==> src/inc/rfc_pkg.sv <==
// Shared constants and carrier types of the compensated RTC divider block.
package rfc_pkg;
    // Register offsets of the register port.
    localparam logic [7:0] ADR_CTRL1 = 8'h00;
    localparam logic [7:0] ADR_INT_EN = 8'h01;
    localparam logic [7:0] ADR_INT_FLAG = 8'h02;
    localparam logic [7:0] ADR_STATUS = 8'h03;
    localparam logic [7:0] ADR_TMR_LO = 8'h18;
    localparam logic [7:0] ADR_TMR_HI = 8'h19;
    localparam logic [7:0] ADR_TEMP = 8'h20;
    localparam logic [7:0] ADR_CAL = 8'h30;
    localparam logic [7:0] ADR_XOFF = 8'h31;
    localparam logic [7:0] ADR_XCOEF = 8'h32;
    localparam logic [7:0] ADR_XT0 = 8'h33;
    // Bit positions.
    localparam int B_RUN = 1;
    localparam int B_RELOAD = 2;
    localparam int B_SRC_LO = 5;
    localparam int B_SRC_HI = 6;
    localparam int B_TIRQ = 1;
    localparam int B_LOWSUP = 5;
    localparam int B_SCAN = 0;
    localparam int B_THERM = 1;
    localparam int B_FD_LO = 2;
    localparam int B_FD_HI = 3;
    localparam int B_SIGN = 7;
    localparam int T0_W = 6;
    // Compensation constants.
    localparam logic [9:0] T0_BIAS = 10'h004;
    localparam logic [9:0] TEMP_BIAS = 10'h03C;
    localparam int COEF_SHIFT = 12;
    localparam int PERIOD_S = 32;
    localparam int XTAL_HZ = 32768;
    localparam logic [3:0] SCAN_LONG_S = 4'hF;
    // Divider chain taps.
    localparam int DIV_W = 15;
    localparam int BIT_1024 = 4;
    localparam int BIT_32 = 9;
    localparam int BIT_8 = 11;
    localparam int BIT_1 = 14;
    // Selector codes.
    localparam logic [1:0] SEL_A = 2'h0;
    localparam logic [1:0] SEL_B = 2'h1;
    localparam logic [1:0] SEL_C = 2'h2;
    localparam logic [1:0] SEL_D = 2'h3;
    typedef struct packed {
        logic wr;
        logic [7:0] addr;
        logic [7:0] wdata;
    } rfc_reg_req_s;
    typedef struct packed {
        logic hz1024;
        logic hz32;
        logic hz8;
        logic hz1;
    } rfc_ticks_s;
endpackage

==> src/logic/rfc_divider.sv <==
// Compensated divider chain fed by crystal ticks with add and remove steps.
`timescale 1ns/1ps
module rfc_divider (
    input wire logic clock_i,
    input wire logic srst_i,
    input wire logic tick_i,
    input wire logic add_i,
    input wire logic remove_i,
    output logic [rfc_pkg::DIV_W-1:0] cnt_o,
    output rfc_pkg::rfc_ticks_s ticks_o
);
    typedef struct packed {
        logic [rfc_pkg::DIV_W-1:0] cnt;
        rfc_pkg::rfc_ticks_s ticks;
    } rfc_div_s;
    rfc_div_s st;
    rfc_div_s next_st;
    logic [rfc_pkg::DIV_W-1:0] step;
    logic [rfc_pkg::DIV_W-1:0] nc;

    // An added clock advances by two, a removed one holds the chain.
    always_comb begin
        next_st = st;
        step = '0;
        if (tick_i) begin
            step = add_i ? 15'h0002 : (remove_i ? 15'h0000 : 15'h0001);
        end
        nc = st.cnt + step;
        next_st.cnt = nc;
        next_st.ticks.hz1024 = st.cnt[rfc_pkg::BIT_1024] & ~nc[rfc_pkg::BIT_1024];
        next_st.ticks.hz32 = st.cnt[rfc_pkg::BIT_32] & ~nc[rfc_pkg::BIT_32];
        next_st.ticks.hz8 = st.cnt[rfc_pkg::BIT_8] & ~nc[rfc_pkg::BIT_8];
        next_st.ticks.hz1 = st.cnt[rfc_pkg::BIT_1] & ~nc[rfc_pkg::BIT_1];
    end

    // State register.
    always_ff @(posedge clock_i) begin
        st <= srst_i ? '0 : next_st;
    end

    assign cnt_o = st.cnt;
    assign ticks_o = st.ticks;
endmodule // rfc_divider

==> src/logic/rfc_timer.sv <==
// Countdown timer run from the compensated source clocks.
`timescale 1ns/1ps
module rfc_timer (
    input wire logic clock_i,
    input wire logic srst_i,
    input rfc_pkg::rfc_ticks_s ticks_i,
    input wire logic run_i,
    input wire logic reload_i,
    input wire logic [1:0] src_i,
    input wire logic [15:0] value_i,
    output logic expire_o
);
    typedef struct packed {
        logic [15:0] cnt;
        logic active;
        logic run_d;
        logic expire;
    } rfc_tmr_s;
    rfc_tmr_s st;
    rfc_tmr_s next_st;
    logic src_tick;

    // Source select, then count n+1 source ticks per expiry.
    always_comb begin
        next_st = st;
        next_st.expire = 1'b0;
        next_st.run_d = run_i;
        unique case (src_i)
            rfc_pkg::SEL_A: src_tick = ticks_i.hz32;
            rfc_pkg::SEL_B: src_tick = ticks_i.hz8;
            rfc_pkg::SEL_C: src_tick = ticks_i.hz1;
            rfc_pkg::SEL_D: src_tick = ticks_i.hz1;
        endcase
        if (!run_i) begin
            next_st.active = 1'b0;
        end else if (!st.run_d) begin
            next_st.cnt = value_i;
            next_st.active = 1'b1;
        end else if (st.active && src_tick) begin
            if (st.cnt == 16'h0000) begin
                next_st.expire = 1'b1;
                next_st.cnt = value_i;
                next_st.active = reload_i;
            end else begin
                next_st.cnt = st.cnt - 16'h0001;
            end
        end
    end

    // State register.
    always_ff @(posedge clock_i) begin
        st <= srst_i ? '0 : next_st;
    end

    assign expire_o = st.expire;
endmodule // rfc_timer

==> src/logic/rfc_comp_top.sv <==
// Temperature driven frequency compensation, clock output and timer interrupt.
`timescale 1ns/1ps
module rfc_comp_top #(
    parameter int PERIOD_TICKS = rfc_pkg::PERIOD_S * rfc_pkg::XTAL_HZ,
    parameter int SECOND_TICKS = rfc_pkg::XTAL_HZ,
    parameter logic [7:0] XOFF_RST = 8'h00,
    parameter logic [7:0] XCOEF_RST = 8'h00,
    parameter logic [7:0] XT0_RST = 8'h15
) (
    input wire logic clock_i,
    input wire logic srst_i,
    input wire logic xtal_i,
    input wire logic low_supply_i,
    input wire logic [7:0] temp_code_i,
    input wire logic temp_valid_i,
    input rfc_pkg::rfc_reg_req_s reg_req_i,
    output logic [7:0] reg_rdata_o,
    output logic temp_req_o,
    output logic clock_output_pin_o,
    output logic int_n_o
);
    localparam int PW = $clog2(PERIOD_TICKS + 1);
    localparam int SW = $clog2(SECOND_TICKS + 1);
    localparam logic [PW-1:0] PERIOD_LAST = PW'(PERIOD_TICKS - 1);
    localparam logic [PW:0] PERIOD_FULL = (PW + 1)'(PERIOD_TICKS);
    localparam logic [SW-1:0] SECOND_LAST = SW'(SECOND_TICKS - 1);

    typedef enum logic [1:0] {FCU_WAIT, FCU_SQUARE, FCU_SCALE} rfc_fcu_e;

    typedef struct packed {
        logic xs1;
        logic xs2;
        logic xs3;
        logic ls1;
        logic ls2;
        logic raw_tick;
        logic add;
        logic remove;
        logic [7:0] ctrl1;
        logic int_en;
        logic int_flag;
        logic lowsup;
        logic [7:0] tmr_lo;
        logic [7:0] tmr_hi;
        logic [7:0] temp;
        logic [7:0] cal;
        logic [7:0] xoff;
        logic [7:0] xcoef;
        logic [rfc_pkg::T0_W-1:0] xt0;
        logic [7:0] rdata;
        logic [PW-1:0] period_cnt;
        logic [SW-1:0] sec_cnt;
        logic [3:0] scan_cnt;
        logic temp_req;
        rfc_fcu_e freq_comp_unit;
        logic [19:0] dsq;
        logic corr_pos;
        logic [15:0] corr_mag;
        logic [PW-1:0] acc;
        logic clock_output_pin;
        logic int_n;
    } rfc_main_s;

    rfc_main_s st;
    rfc_main_s next_st;
    rfc_pkg::rfc_ticks_s ticks;
    logic [rfc_pkg::DIV_W-1:0] dcnt;
    logic expire;

    logic wr;
    logic [7:0] wa;
    logic [7:0] wd;
    logic [9:0] dt;
    logic [27:0] drift_full;
    logic [15:0] drift;
    logic [15:0] off_mag;
    logic [16:0] diff;
    logic [PW:0] acc_sum;
    logic scan_due;
    logic therm_live;

    assign wr = reg_req_i.wr;
    assign wa = reg_req_i.addr;
    assign wd = reg_req_i.wdata;

    // Compensated divider chain.
    rfc_divider u_div (
        .clock_i(clock_i),
        .srst_i(srst_i),
        .tick_i(st.raw_tick),
        .add_i(st.add),
        .remove_i(st.remove),
        .cnt_o(dcnt),
        .ticks_o(ticks)
    );

    // Countdown timer on the compensated source clocks.
    rfc_timer u_tmr (
        .clock_i(clock_i),
        .srst_i(srst_i),
        .ticks_i(ticks),
        .run_i(st.ctrl1[rfc_pkg::B_RUN]),
        .reload_i(st.ctrl1[rfc_pkg::B_RELOAD]),
        .src_i({st.ctrl1[rfc_pkg::B_SRC_HI], st.ctrl1[rfc_pkg::B_SRC_LO]}),
        .value_i({st.tmr_hi, st.tmr_lo}),
        .expire_o(expire)
    );

    // Next state of every register of the block.
    always_comb begin
        next_st = st;
        dt = '0;
        drift_full = '0;
        drift = '0;
        off_mag = '0;
        diff = '0;
        acc_sum = '0;
        scan_due = 1'b0;
        // Pin synchronisers; the first stage feeds only the second.
        next_st.xs1 = xtal_i;
        next_st.xs2 = st.xs1;
        next_st.xs3 = st.xs2;
        next_st.ls1 = low_supply_i;
        next_st.ls2 = st.ls1;
        next_st.raw_tick = st.xs2 & ~st.xs3;
        next_st.add = 1'b0;
        next_st.remove = 1'b0;
        next_st.temp_req = 1'b0;
        therm_live = st.cal[rfc_pkg::B_THERM] & ~st.lowsup;

        // Register writes.
        if (wr) begin
            unique case (wa)
                rfc_pkg::ADR_CTRL1: next_st.ctrl1 = wd;
                rfc_pkg::ADR_INT_EN: next_st.int_en = wd[rfc_pkg::B_TIRQ];
                rfc_pkg::ADR_INT_FLAG: begin
                    if (!wd[rfc_pkg::B_TIRQ]) begin
                        next_st.int_flag = 1'b0;
                    end
                end
                rfc_pkg::ADR_STATUS: begin
                    if (!wd[rfc_pkg::B_LOWSUP]) begin
                        next_st.lowsup = 1'b0;
                    end
                end
                rfc_pkg::ADR_TMR_LO: next_st.tmr_lo = wd;
                rfc_pkg::ADR_TMR_HI: next_st.tmr_hi = wd;
                rfc_pkg::ADR_TEMP: begin
                    if (!st.cal[rfc_pkg::B_THERM]) begin
                        next_st.temp = wd;
                    end
                end
                rfc_pkg::ADR_CAL: next_st.cal = wd;
                rfc_pkg::ADR_XOFF: next_st.xoff = wd;
                rfc_pkg::ADR_XCOEF: next_st.xcoef = wd;
                rfc_pkg::ADR_XT0: next_st.xt0 = wd[rfc_pkg::T0_W-1:0];
                default: ;
            endcase
        end

        // Hardware sets win over software clears.
        // A clear that lands in the event cycle would otherwise lose the event.
        if (expire) begin
            next_st.int_flag = 1'b1;
        end
        if (st.ls2) begin
            next_st.lowsup = 1'b1;
        end

        // Thermometer scan timing in raw crystal seconds.
        if (st.raw_tick) begin
            if (st.sec_cnt == SECOND_LAST) begin
                next_st.sec_cnt = '0;
                scan_due = st.cal[rfc_pkg::B_SCAN] ? (st.scan_cnt == rfc_pkg::SCAN_LONG_S) : 1'b1;
                next_st.scan_cnt = scan_due ? 4'h0 : st.scan_cnt + 4'h1;
            end else begin
                next_st.sec_cnt = st.sec_cnt + SW'(1);
            end
        end
        next_st.temp_req = scan_due & therm_live;
        if (temp_valid_i && therm_live) begin
            next_st.temp = temp_code_i;
        end

        // Compensation unit: squared distance, then scaled count.
        dt = {2'h0, st.temp} - ({4'h0, st.xt0} + rfc_pkg::T0_BIAS + rfc_pkg::TEMP_BIAS);
        drift_full = {8'h00, st.dsq} * {20'h00000, st.xcoef};
        drift = drift_full[rfc_pkg::COEF_SHIFT +: 16];
        off_mag = {9'h000, st.xoff[6:0]};
        if (st.xoff[rfc_pkg::B_SIGN]) begin
            diff = {1'b0, drift} - {1'b0, off_mag};
        end else begin
            diff = {1'b0, drift} + {1'b0, off_mag};
        end
        unique case (st.freq_comp_unit)
            FCU_WAIT: begin
                if (st.raw_tick && st.period_cnt == PERIOD_LAST) begin
                    next_st.freq_comp_unit = FCU_SQUARE;
                end
            end
            FCU_SQUARE: begin
                next_st.dsq = 20'(($signed(dt) * $signed(dt)));
                next_st.freq_comp_unit = FCU_SCALE;
            end
            FCU_SCALE: begin
                next_st.corr_pos = ~diff[16];
                next_st.corr_mag = diff[16] ? 16'(-diff) : diff[15:0];
                next_st.freq_comp_unit = FCU_WAIT;
            end
            default: next_st.freq_comp_unit = FCU_WAIT;
        endcase

        // Period counter in raw crystal ticks.
        if (st.raw_tick) begin
            next_st.period_cnt = (st.period_cnt == PERIOD_LAST) ? '0 : st.period_cnt + PW'(1);
        end

        // Even spreading of corrections. The divider only steps on a tick, so a correction
        // is registered together with the tick that is about to be registered; a step that
        // came one cycle after its tick would never reach the chain.
        if (next_st.raw_tick) begin
            acc_sum = {1'b0, st.acc} + (PW + 1)'(st.corr_mag);
            if (acc_sum >= PERIOD_FULL) begin
                next_st.acc = PW'(acc_sum - PERIOD_FULL);
                next_st.add = st.corr_pos;
                next_st.remove = ~st.corr_pos;
            end else begin
                next_st.acc = acc_sum[PW-1:0];
            end
        end

        // Clock output select.
        unique case ({st.cal[rfc_pkg::B_FD_HI], st.cal[rfc_pkg::B_FD_LO]})
            rfc_pkg::SEL_A: next_st.clock_output_pin = st.xs2;
            rfc_pkg::SEL_B: next_st.clock_output_pin = dcnt[rfc_pkg::BIT_1024];
            rfc_pkg::SEL_C: next_st.clock_output_pin = dcnt[rfc_pkg::BIT_32];
            rfc_pkg::SEL_D: next_st.clock_output_pin = dcnt[rfc_pkg::BIT_1];
        endcase

        // Active low interrupt pin follows flag and enable.
        next_st.int_n = ~(next_st.int_flag & next_st.int_en);

        // Read data.
        unique case (wa)
            rfc_pkg::ADR_CTRL1: next_st.rdata = st.ctrl1;
            rfc_pkg::ADR_INT_EN: next_st.rdata = 8'(st.int_en) << rfc_pkg::B_TIRQ;
            rfc_pkg::ADR_INT_FLAG: next_st.rdata = 8'(st.int_flag) << rfc_pkg::B_TIRQ;
            rfc_pkg::ADR_STATUS: next_st.rdata = 8'(st.lowsup) << rfc_pkg::B_LOWSUP;
            rfc_pkg::ADR_TMR_LO: next_st.rdata = st.tmr_lo;
            rfc_pkg::ADR_TMR_HI: next_st.rdata = st.tmr_hi;
            rfc_pkg::ADR_TEMP: next_st.rdata = st.temp;
            rfc_pkg::ADR_CAL: next_st.rdata = st.cal;
            rfc_pkg::ADR_XOFF: next_st.rdata = st.xoff;
            rfc_pkg::ADR_XCOEF: next_st.rdata = st.xcoef;
            rfc_pkg::ADR_XT0: next_st.rdata = {2'h0, st.xt0};
            default: next_st.rdata = 8'h00;
        endcase
    end

    // State register with calibration defaults at reset.
    always_ff @(posedge clock_i) begin
        if (srst_i) begin
            st <= '0;
            st.xoff <= XOFF_RST;
            st.xcoef <= XCOEF_RST;
            st.xt0 <= XT0_RST[rfc_pkg::T0_W-1:0];
            st.int_n <= 1'b1;
            st.freq_comp_unit <= FCU_WAIT;
        end else begin
            st <= next_st;
        end
    end

    assign reg_rdata_o = st.rdata;
    assign temp_req_o = st.temp_req;
    assign clock_output_pin_o = st.clock_output_pin;
    assign int_n_o = st.int_n;
endmodule // rfc_comp_top

==> config.mk <==
export PLATFORM = sky130hd
export DESIGN_NAME = rfc_comp_top
export DESIGN_NICKNAME = d
export VERILOG_FILES = /design/src/inc/rfc_pkg.sv /design/src/logic/rfc_divider.sv /design/src/logic/rfc_timer.sv /design/src/logic/rfc_comp_top.sv
export SDC_FILE = /design/constraint.sdc
export NUM_CORES = 1
export LEC_CHECK = 0
export BUFFER_PORTS_ARGS = -buffer_cell sky130_fd_sc_hd__buf_2
export CAP_MARGIN = 25
export CORE_MARGIN = 2
export CORE_UTILIZATION = 30
export DETAILED_ROUTE_END_ITERATION = 6
export PLACE_DENSITY_LB_ADDON = 0.08
export SYNTH_ARGS = -nofsm -noshare
export SYNTH_HDL_FRONTEND = slang
export SYNTH_SLANG_ARGS = --single-unit
==> constraint.sdc <==
create_clock -name clock_i -period 6.87 [get_ports clock_i]
set_input_delay 1.374 -clock clock_i [delete_from_list [all_inputs] [get_ports clock_i]]
set_output_delay 1.374 -clock clock_i [all_outputs]
set_load 0.03 [all_outputs]
==> impl_results.rst, run 1 <==
.. list-table::
   :header-rows: 1

   * - Metric
     - Value
   * - Outcome
     - complete, no violations
   * - Post-synthesis compound-gate area fraction
     - 13.0%
   * - Worst slew slack as a fraction of its limit
     - 35.3%
   * - Antenna Cells
     - 0
   * - Number of standard cells in the final layout excluding fillers
     - 3279
   * - Total placed instance area
     - 21100 µm²
   * - Worst slack at placement
     - -0.407 ns
   * - Hold Path Sink
     - next_st[182]$_SDFF_PP0_
   * - EDFF count, synth
     - 0
   * - Synthesized-area fraction occupied by xor and xnor cells
     - 4.69%
   * - Relative area change from synthesis to final layout
     - 22.0%
   * - Number of global-route vias before repair
     - 16300
   * - CTS tree
     - done
   * - Endpoint kind of the worst setup timing path
     - register
   * - Average wire length per cell after detail routing
     - 16.8 µm
   * - Largest fanout on the critical path
     - 8
   * - Data arrival time of the worst path
     - 7.24 ns
   * - Slew Viols, Final
     - 0
   * - First-pass GRT wire length
     - 90100 µm
   * - Remaining global-route overflow
     - 0
   * - Tot GR Track Use
     - 17.4%
   * - Number of buffers added on ports
     - 40
   * - Portion of netlist area occupied by mux cells
     - 2.93%
   * - Type of the worst setup path
     - register to register
   * - Vias per cell
     - 4.83
   * - Most frequent cell after synthesis
     - sky130_fd_sc_hd__inv_1
   * - Worst-case setup margin in the final layout
     - 0.108 ns
   * - Cell internal power dissipation
     - 2260 µW
   * - Placeable core region
     - 61900 µm²
   * - Worst hold path cell count
     - 1
   * - Remaining number of nets flagged by the antenna check after routing
     - 0
   * - DRC viols
     - 0
   * - Number of flip-flops and latches in the synthesized netlist
     - 219
   * - Sequential share of the synthesized area
     - 23.2%
   * - Launch instance of the worst min-delay path
     - next_st[183]$_SDFF_PP0_
   * - Largest buffer count on any clock path
     - 3
   * - Count of cell types in the netlist
     - 80
   * - Number of iterations in the first detailed-routing pass
     - 5
   * - Post-synthesis instance total
     - 2235
   * - Net Sw Frac
     - 26.0%
   * - Initial antenna violation count
     - 0
   * - Std cell rows
     - 91
   * - Insertion delay to the later sink of the worst-skew pair
     - 0.59 ns
   * - Count of boundary I/O pins
     - 41
   * - Most area-hungry cell type in the Yosys netlist
     - sky130_fd_sc_hd__dfxtp_1
   * - Arithmetic-cell share of the synthesized area counting full adders, half adders and majority gates
     - 27.4%
   * - Commonest register cell after synthesis
     - sky130_fd_sc_hd__dfxtp_1
   * - Share of the clock period used by the worst path after layout
     - 98.4%
   * - Hold WC Path Type
     - register to register
   * - Top cells by instance count after synthesis
     - 254 x sky130_fd_sc_hd__inv_1, 219 x sky130_fd_sc_hd__dfxtp_1, 204 x sky130_fd_sc_hd__nand2_1
   * - Average cell area after synthesis
     - 8.44 µm²
   * - Fraction of power consumed by the clock network
     - 46.8%
   * - Number of warning messages in the yosys log
     - 0
   * - Min Tclk post-route
     - 6.76 ns
   * - Post-Route Hold Slack
     - 0.436 ns
   * - Number of H-tree branching levels
     - 1
   * - Number of design-rule violations left by the first detailed-router iteration
     - 653
   * - Power per unit of standard cell area
     - 133 nW/µm²
   * - Number of CTS-inserted buffers
     - 28
   * - Post-placement cell count
     - 3200
   * - Unrepaired setup endpoints after global routing
     - true
   * - Maximum clock skew at final layout
     - 0.0542 ns
   * - Routed WL
     - 55200 µm
   * - Simple logic cell fraction of the synthesized area
     - 21.6%
   * - Die extent in x
     - 255 µm
   * - Share of layout cells above drive strength 1
     - 19.0%
   * - Post-Syn Area
     - 18900 µm²
   * - Maximum resistive drop on vdd
     - 0.000194 V
   * - Net load switching power
     - 794 µW
   * - Die area
     - 64900 µm²
   * - Leakage power
     - 0.0102 µW
   * - Number of setup violations in the final report
     - 0
   * - Vias after detailed routing
     - 15800
   * - GPL Wtd Cong
     - 0.818
   * - Starting utilization of the core area
     - 30.5%
   * - Sink Count
     - 219
   * - Die Height
     - 255 µm
   * - End of the worst register-to-register path
     - st[32]$_SDFFE_PP0N_
   * - Number of endpoints with negative hold slack in the final report
     - 0
   * - Clock-pin slew of the registers on the worst-case setup and hold paths
     - 0.06 ns
   * - Cell at the root of the clock tree
     - sky130_fd_sc_hd__clkbuf_16
   * - Share of synthesized flip-flops with an asynchronous set or reset
     - 0%
   * - Sequential power share
     - 41.8%
   * - Depth of the most critical reg-to-reg path
     - 27
   * - Fraction of post-synthesis cell area in the top cell type by area
     - 23.2%
   * - Non-Filler Cell Area, Final
     - 23000 µm²
   * - Part of the total power dissipated in combinational logic
     - 11.4%
   * - Final nets
     - 2763
   * - Data required time at the worst endpoint
     - 7.34 ns
   * - Top area cells in the synthesized netlist
     - sky130_fd_sc_hd__dfxtp_1 23%, sky130_fd_sc_hd__fa_1 18%, sky130_fd_sc_hd__ha_1 9.7%
   * - Reg-to-reg startpoint
     - st[120]$_SDFFE_PP0P_
   * - Setup slack on the worst flop-to-flop path
     - 0.11 ns
   * - HPWL after DPL
     - 43300 µm
   * - Count of max-cap constraint violations
     - 0
   * - Kind of start point of the critical path
     - register
   * - Combinational family with the most area after synthesis
     - adder cells
   * - FMAX
     - 148 MHz
   * - Actual slew at the worst max-slew pin
     - 0.968 ns
   * - Pin count of the biggest net entering global routing
     - 79
[critical path: stages, from the launching register on]
cell and delay [ns]:
sky130_fd_sc_hd__dfxtp_4 0.36, sky130_fd_sc_hd__buf_8 0.13, sky130_fd_sc_hd__and2_4 0.13, sky130_fd_sc_hd__fa_1 0.51
sky130_fd_sc_hd__fa_1 0.51, sky130_fd_sc_hd__fa_1 0.50, sky130_fd_sc_hd__inv_1 0.05, sky130_fd_sc_hd__fa_1 0.51
sky130_fd_sc_hd__inv_2 0.05, sky130_fd_sc_hd__ha_4 0.24, sky130_fd_sc_hd__and3_4 0.18, sky130_fd_sc_hd__a221o_1 0.30
sky130_fd_sc_hd__a31o_4 0.23, sky130_fd_sc_hd__a21oi_4 0.15, sky130_fd_sc_hd__o21ai_2 0.09, sky130_fd_sc_hd__buf_4 0.14
sky130_fd_sc_hd__a41oi_1 0.23, sky130_fd_sc_hd__xnor2_1 0.18, sky130_fd_sc_hd__ha_1 0.32, sky130_fd_sc_hd__nand3_1 0.16
sky130_fd_sc_hd__nor3_2 0.05, sky130_fd_sc_hd__o31a_1 0.12, sky130_fd_sc_hd__o21a_1 0.22, sky130_fd_sc_hd__o211a_1 0.25
sky130_fd_sc_hd__or3_4 0.39, sky130_fd_sc_hd__buf_6 0.14, sky130_fd_sc_hd__or3_1 0.36, sky130_fd_sc_hd__a31oi_1 0.16
[stage by stage]
| step | utilization, % | total power [µW] | TNS, ns |
|---|---|---|---|
| finish | 37.1 | 3050 | 0 |
| global route | 37.1 | 3190 | -1.51 |
| CTS | 36.2 | 3070 | -0.158 |
| detailed placement | 34.1 | 1600 | -4.16 |
| global placement | 34.1 | 1600 | -3.25 |
| floorplan | - | 1500 | 0 |
[flip-flops by register name, indices dropped and copies added (netlist names)]
signal	cells
st	161
u_tmr.st	18
u_div.cnt_o	15
reg_rdata_o	8
off_mag	7
next_st	3
u_div.ticks_o	3
clock_output_pin_o	1
int_n_o	1
temp_req_o	1
u_tmr.expire_o	1
[kinds of logic (layout without fill, tap and decap cells)]
group / count (synthesis) / count (layout)
AOI/OAI and AO/OA: 384 / 384
xor gates and xnor gates: 101 / 101
adders and majority gates: 313 / 313
buffers and inverters: 350 / 556
DFF: 219 / 219
muxes: 53 / 53
other: 2 / 3
and+or+nand+nor: 813 / 813
[worst max-delay path by stage]
stage                               end  slack [ns]            startpoint  cells after the start
floorplan           st[36]$_SDFFE_PP0N_       0.007  st[125]$_SDFFE_PP0P_                     27
global placement    st[28]$_SDFFE_PP0N_       -0.33  st[121]$_SDFFE_PP0P_                     26
detailed placement  st[38]$_SDFFE_PP0N_       -0.41  st[121]$_SDFFE_PP0P_                     26
CTS                 st[32]$_SDFFE_PP0N_       -0.05  st[121]$_SDFFE_PP0P_                     26
global route        st[32]$_SDFFE_PP0N_       -0.21  st[125]$_SDFFE_PP0P_                     29
finish              st[32]$_SDFFE_PP0N_        0.11  st[120]$_SDFFE_PP0P_                     27
[routing by layer]
layer / wire length (µm) / GRT usage [%] / part of all wire [%]
met1: 26800 / 24.4 / 48
met3: 1560 / 1.99 / 2.8
met4: 818 / 3.16 / 1.5
met2: 26100 / 29.1 / 47
met5: 0 / 0 / 0
[power groups by stage]
stage / clock, µW / sequential, µW / combinational [µW]
2_1_floorplan: 0 / 1300 / 198
3_3_place_gp: 0 / 1300 / 297
3_5_place_dp: 0 / 1300 / 298
4_1_cts: 1480 / 1280 / 313
5_1_grt: 1530 / 1270 / 389
6_report: 1430 / 1270 / 347
[area by class of cell]
cell class	count	area, µm²
Clock buffer	42	823
Clock inverter	10	71.3
Fill cell	6533	38900
Inverter	255	962
Multi-Input combinational cell	1667	13800
Sequential cell	219	4410
Tap cell	837	1050
Timing Repair Buffer	249	1880
[repair_timing]
| item | CTS | global route |
|---|---|---|
| buffers inserted | 14 | 15 |
| endpoints found under the setup margin | 19 | 23 |
| pin swaps | 56 | 92 |
| gates resized for setup | 76 | 115 |
| hold buffers | 0 | 0 |
[cell usage in the layout, fill, tap and decap left out, types with 20 or more instances in the layout]
master                      Yosys  routed
sky130_fd_sc_hd__inv_1        254     233
sky130_fd_sc_hd__dfxtp_1      219     206
sky130_fd_sc_hd__nand2_1      204     199
sky130_fd_sc_hd__buf_4          8     189
sky130_fd_sc_hd__nor2_1       181     177
sky130_fd_sc_hd__fa_1         167     159
sky130_fd_sc_hd__ha_1         146     125
sky130_fd_sc_hd__a21oi_1      136     123
sky130_fd_sc_hd__and2_1       124     116
sky130_fd_sc_hd__nand3_1       87      84
sky130_fd_sc_hd__o21ai_0       73      64
sky130_fd_sc_hd__xor2_1        50      50
sky130_fd_sc_hd__xnor2_1       51      48
sky130_fd_sc_hd__mux2i_1       45      45
sky130_fd_sc_hd__buf_2          4      39
sky130_fd_sc_hd__nor3_1        38      35
sky130_fd_sc_hd__nor2b_1       31      30
sky130_fd_sc_hd__clkbuf_16      0      28
sky130_fd_sc_hd__and3_1        25      24
sky130_fd_sc_hd__nand2b_1      23      22
sky130_fd_sc_hd__inv_2          1      20
sky130_fd_sc_hd__or3_1         23      20
No activity file was read; power rests on OpenSTA's default activity.
==> run 2, diff against run 1 <==
==> constraint.sdc (replaced) <==
create_clock -name clock_i -period 6.87 [get_ports clock_i]
set_input_delay 0.3435 -clock clock_i [delete_from_list [all_inputs] [get_ports clock_i]]
set_output_delay 0.3435 -clock clock_i [all_outputs]
set_load 0.03 [all_outputs]
==> impl_results.rst, run 2 (synthesis gave the netlist of run 1 again) <==
.. list-table::
   :header-rows: 1

   * - Metric
     - Value
   * - Actual slew at the worst max-slew pin
     - 0.964 ns (was 0.968 ns)
   * - Clock-pin slew of the registers on the worst-case setup and hold paths
     - 0.06 ns (about the same)
   * - First-pass GRT wire length
     - 90200 µm (was 90100 µm)
   * - Average wire length per cell after detail routing
     - 16.8 µm (about the same)
   * - Leakage power
     - 0.0102 µW (about the same)
   * - Outcome
     - complete, no violations (unchanged)
   * - Hold WC Path Type
     - input port to register (was register to register)
   * - Antenna Cells
     - 0 (unchanged)
   * - End of the worst register-to-register path
     - st[32]$_SDFFE_PP0N_ (unchanged)
   * - Number of H-tree branching levels
     - 1 (unchanged)
   * - Data required time at the worst endpoint
     - 7.34 ns (about the same)
   * - Placeable core region
     - 61900 µm² (unchanged)
   * - Met1 layer usage reported by global route
     - 24.4% (unchanged)
   * - Post-Route Hold Slack
     - 0.0398 ns (was 0.436 ns)
   * - Routed WL
     - 55200 µm (about the same)
   * - Relative area change from synthesis to final layout
     - 22.1% (was 22.0%)
   * - Data arrival time of the worst path
     - 7.23 ns (was 7.24 ns)
   * - Filler Cells Inserted
     - 6531 (was 6533)
   * - Vias per cell
     - 4.81 (was 4.83)
   * - Die extent in x
     - 255 µm (unchanged)
   * - Die area
     - 64900 µm² (unchanged)
   * - GPL Wtd Cong
     - 0.818 (unchanged)
   * - Worst hold path cell count
     - 2 (was 1)
   * - Tot GR Track Use
     - 17.4% (unchanged)
   * - Std cell rows
     - 91 (unchanged)
   * - Min Tclk post-route
     - 6.76 ns (about the same)
   * - Grt met3 use
     - 1.99% (unchanged)
   * - Sequential power share
     - 41.8% (about the same)
   * - Launch instance of the worst min-delay path
     - srst_i (was next_st[183]$_SDFF_PP0_)
   * - Count of boundary I/O pins
     - 41 (unchanged)
   * - Count of max-cap constraint violations
     - 0 (unchanged)
   * - Kind of start point of the critical path
     - register (unchanged)
   * - Share of the clock period used by the worst path after layout
     - 98.4% (about the same)
   * - Die Height
     - 255 µm (unchanged)
   * - Number of buffers added on ports
     - 40 (unchanged)
   * - Number of iterations in the first detailed-routing pass
     - 7 (was 5)
   * - Number of setup violations in the final report
     - 0 (unchanged)
   * - Vias after detailed routing
     - 15800 (about the same)
   * - Commonest cells after routing, fill and taps aside
     - 233 x sky130_fd_sc_hd__inv_1, 206 x sky130_fd_sc_hd__dfxtp_1, 199 x sky130_fd_sc_hd__nand2_1 (unchanged)
   * - Cell internal power dissipation
     - 2260 µW (about the same)
   * - Share of layout cells above drive strength 1
     - 19.0% (about the same)
   * - Final nets
     - 2765 (was 2763)
   * - Crit. Startpoint
     - st[120]$_SDFFE_PP0P_ (unchanged)
   * - Hold Path Sink
     - st[52]$_SDFFE_PP0N_ (was next_st[182]$_SDFF_PP0_)
   * - Number of design-rule violations left by the first detailed-router iteration
     - 685 (was 653)
   * - Setup slack on the worst flop-to-flop path
     - 0.11 ns (about the same)
   * - Maximum resistive drop on vdd
     - 0.000194 V (about the same)
   * - Maximum clock skew at final layout
     - 0.0534 ns (was 0.0542 ns)
   * - FMAX
     - 148 MHz (about the same)
   * - Largest register FFs
     - 161 (unchanged)
   * - Slew Viols, Final
     - 0 (unchanged)
   * - Setup_tns
     - 0 ns (unchanged)
   * - Largest buffer count on any clock path
     - 3 (unchanged)
   * - Unrepaired setup endpoints after global routing
     - true (unchanged)
   * - Worst slew slack as a fraction of its limit
     - 35.6% (was 35.3%)
   * - Number of endpoints with negative hold slack in the final report
     - 0 (unchanged)
   * - Fraction of power consumed by the clock network
     - 46.8% (about the same)
   * - Global-route track usage on met2
     - 29.1% (unchanged)
   * - Remaining global-route overflow
     - 0 (unchanged)
   * - Depth of the most critical reg-to-reg path
     - 27 (unchanged)
   * - Most frequent standard cell in the layout excluding fill and tap cells
     - sky130_fd_sc_hd__inv_1 (unchanged)
   * - Number of CTS-inserted buffers
     - 28 (unchanged)
   * - Starting utilization of the core area
     - 30.5% (unchanged)
   * - Largest fanout on the critical path
     - 8 (unchanged)
   * - HPWL after DPL
     - 43300 µm (unchanged)
   * - Remaining number of nets flagged by the antenna check after routing
     - 0 (unchanged)
   * - Endpoint kind of the worst setup timing path
     - register (unchanged)
   * - Insertion delay to the later sink of the worst-skew pair
     - 0.59 ns (about the same)
   * - Part of the total power dissipated in combinational logic
     - 11.4% (about the same)
   * - Cell at the root of the clock tree
     - sky130_fd_sc_hd__clkbuf_16 (unchanged)
   * - Initial antenna violation count
     - 0 (unchanged)
   * - Reg with most FFs
     - st (unchanged)
   * - Pin count of the biggest net entering global routing
     - 79 (unchanged)
   * - Sink Count
     - 219 (unchanged)
   * - Most crowded layer after global routing
     - met2 (unchanged)
   * - DRC viols
     - 0 (unchanged)
   * - Net Sw Frac
     - 26.0% (about the same)
   * - Type of the worst setup path
     - register to register (unchanged)
   * - Power per unit of standard cell area
     - 132 nW/µm² (was 133 nW/µm²)
   * - Core utilization of the finished layout
     - 37.2% (was 37.1%)
   * - Net load switching power
     - 794 µW (about the same)
   * - CTS tree
     - done (unchanged)
   * - Number of global-route vias before repair
     - 16300 (about the same)
   * - Reg-to-reg startpoint
     - st[120]$_SDFFE_PP0P_ (unchanged)
-- run 2: changes by cell type in the layout (fill, tap and decap cells not counted) --
cell,previous run,this run
sky130_fd_sc_hd__dlygate4sd3_1,0,2
-- run 2: cell type report --
| class | instances | area, µm² | area share, % |
|---|---|---|---|
| timing repair buffer | 251 | 1900 | 8.25 |
| clock inverter | 10 | 71.3 | 0.310 |
| tap | 837 | 1050 | 4.55 |
| clock buffer | 42 | 823 | 3.58 |
| multi-input combinational | 1667 | 13800 | 60.0 |
| sequential | 219 | 4410 | 19.2 |
| inverter | 255 | 962 | 4.18 |
-- run 2: worst max-delay path: stages, from the launching register on --
cell and delay (ns):
sky130_fd_sc_hd__dfxtp_4 0.36, sky130_fd_sc_hd__buf_8 0.13, sky130_fd_sc_hd__and2_4 0.13, sky130_fd_sc_hd__fa_1 0.51, sky130_fd_sc_hd__fa_1 0.51, sky130_fd_sc_hd__fa_1 0.50
sky130_fd_sc_hd__inv_1 0.05, sky130_fd_sc_hd__fa_1 0.51, sky130_fd_sc_hd__inv_2 0.05, sky130_fd_sc_hd__ha_4 0.24, sky130_fd_sc_hd__and3_4 0.18, sky130_fd_sc_hd__a221o_1 0.30
sky130_fd_sc_hd__a31o_4 0.23, sky130_fd_sc_hd__a21oi_4 0.15, sky130_fd_sc_hd__buf_6 0.12, sky130_fd_sc_hd__o211ai_1 0.13, sky130_fd_sc_hd__buf_4 0.16, sky130_fd_sc_hd__xor2_1 0.14
sky130_fd_sc_hd__ha_1 0.23, sky130_fd_sc_hd__a211o_1 0.30, sky130_fd_sc_hd__o211ai_1 0.11, sky130_fd_sc_hd__a21oi_2 0.10, sky130_fd_sc_hd__o21a_1 0.21, sky130_fd_sc_hd__o211a_1 0.25
sky130_fd_sc_hd__or3_4 0.39, sky130_fd_sc_hd__buf_6 0.14, sky130_fd_sc_hd__or3_1 0.36, sky130_fd_sc_hd__a31oi_1 0.16
-- run 2: power groups by stage --
stage               clock, µW  combinational, µW  sequential [µW]
finish                   1430                348             1270
global route             1530                390             1270
CTS                      1480                314             1280
detailed placement          0                298             1300
global placement            0                297             1300
floorplan                   0                198             1300
-- run 2: through the flow --
| stage | setup slack, ns | cells | cell area [µm²] | power, µW |
|---|---|---|---|---|
| finish | 0.112 | 3281 | 23000 | 3050 |
| global placement | -0.332 | 3200 | 21100 | 1600 |
| floorplan | 0.00714 | 2236 | 18900 | 1500 |
| detailed placement | -0.407 | 3200 | 21100 | 1600 |
| CTS | -0.0454 | 3266 | 22500 | 3070 |
| global route | -0.212 | 3281 | 23000 | 3190 |
-- run 2: timing repair --
action	in CTS	in global routing
resized for setup	76	115
pin swaps	56	92
endpoints found under the setup margin	19	23
buffers inserted	14	15
hold buffers	2	0
hold endpoints to repair	2	0
gates cloned	0	0
-- run 2: worst max-delay path by stage --
stage / end / slack, ns / cells after the start
after floorplan: st[36]$_SDFFE_PP0N_ / 0.007 / 27
after global placement: st[28]$_SDFFE_PP0N_ / -0.33 / 26
after global routing: st[32]$_SDFFE_PP0N_ / -0.21 / 29
after CTS: st[32]$_SDFFE_PP0N_ / -0.05 / 26
final: st[32]$_SDFFE_PP0N_ / 0.11 / 27
after detailed placement: st[38]$_SDFFE_PP0N_ / -0.41 / 26
-- run 2: per-layer routing --
| layer | part of all wire [%] | vias to the layer above | wire [µm] |
|---|---|---|---|
| li1 | - | 7849 | - |
| met1 | 48 | 7721 | 26700 |
| met2 | 47 | 165 | 26100 |
| met3 | 3.0 | 56 | 1640 |
| met4 | 1.5 | 0 | 818 |
| met5 | 0 | - | 0 |
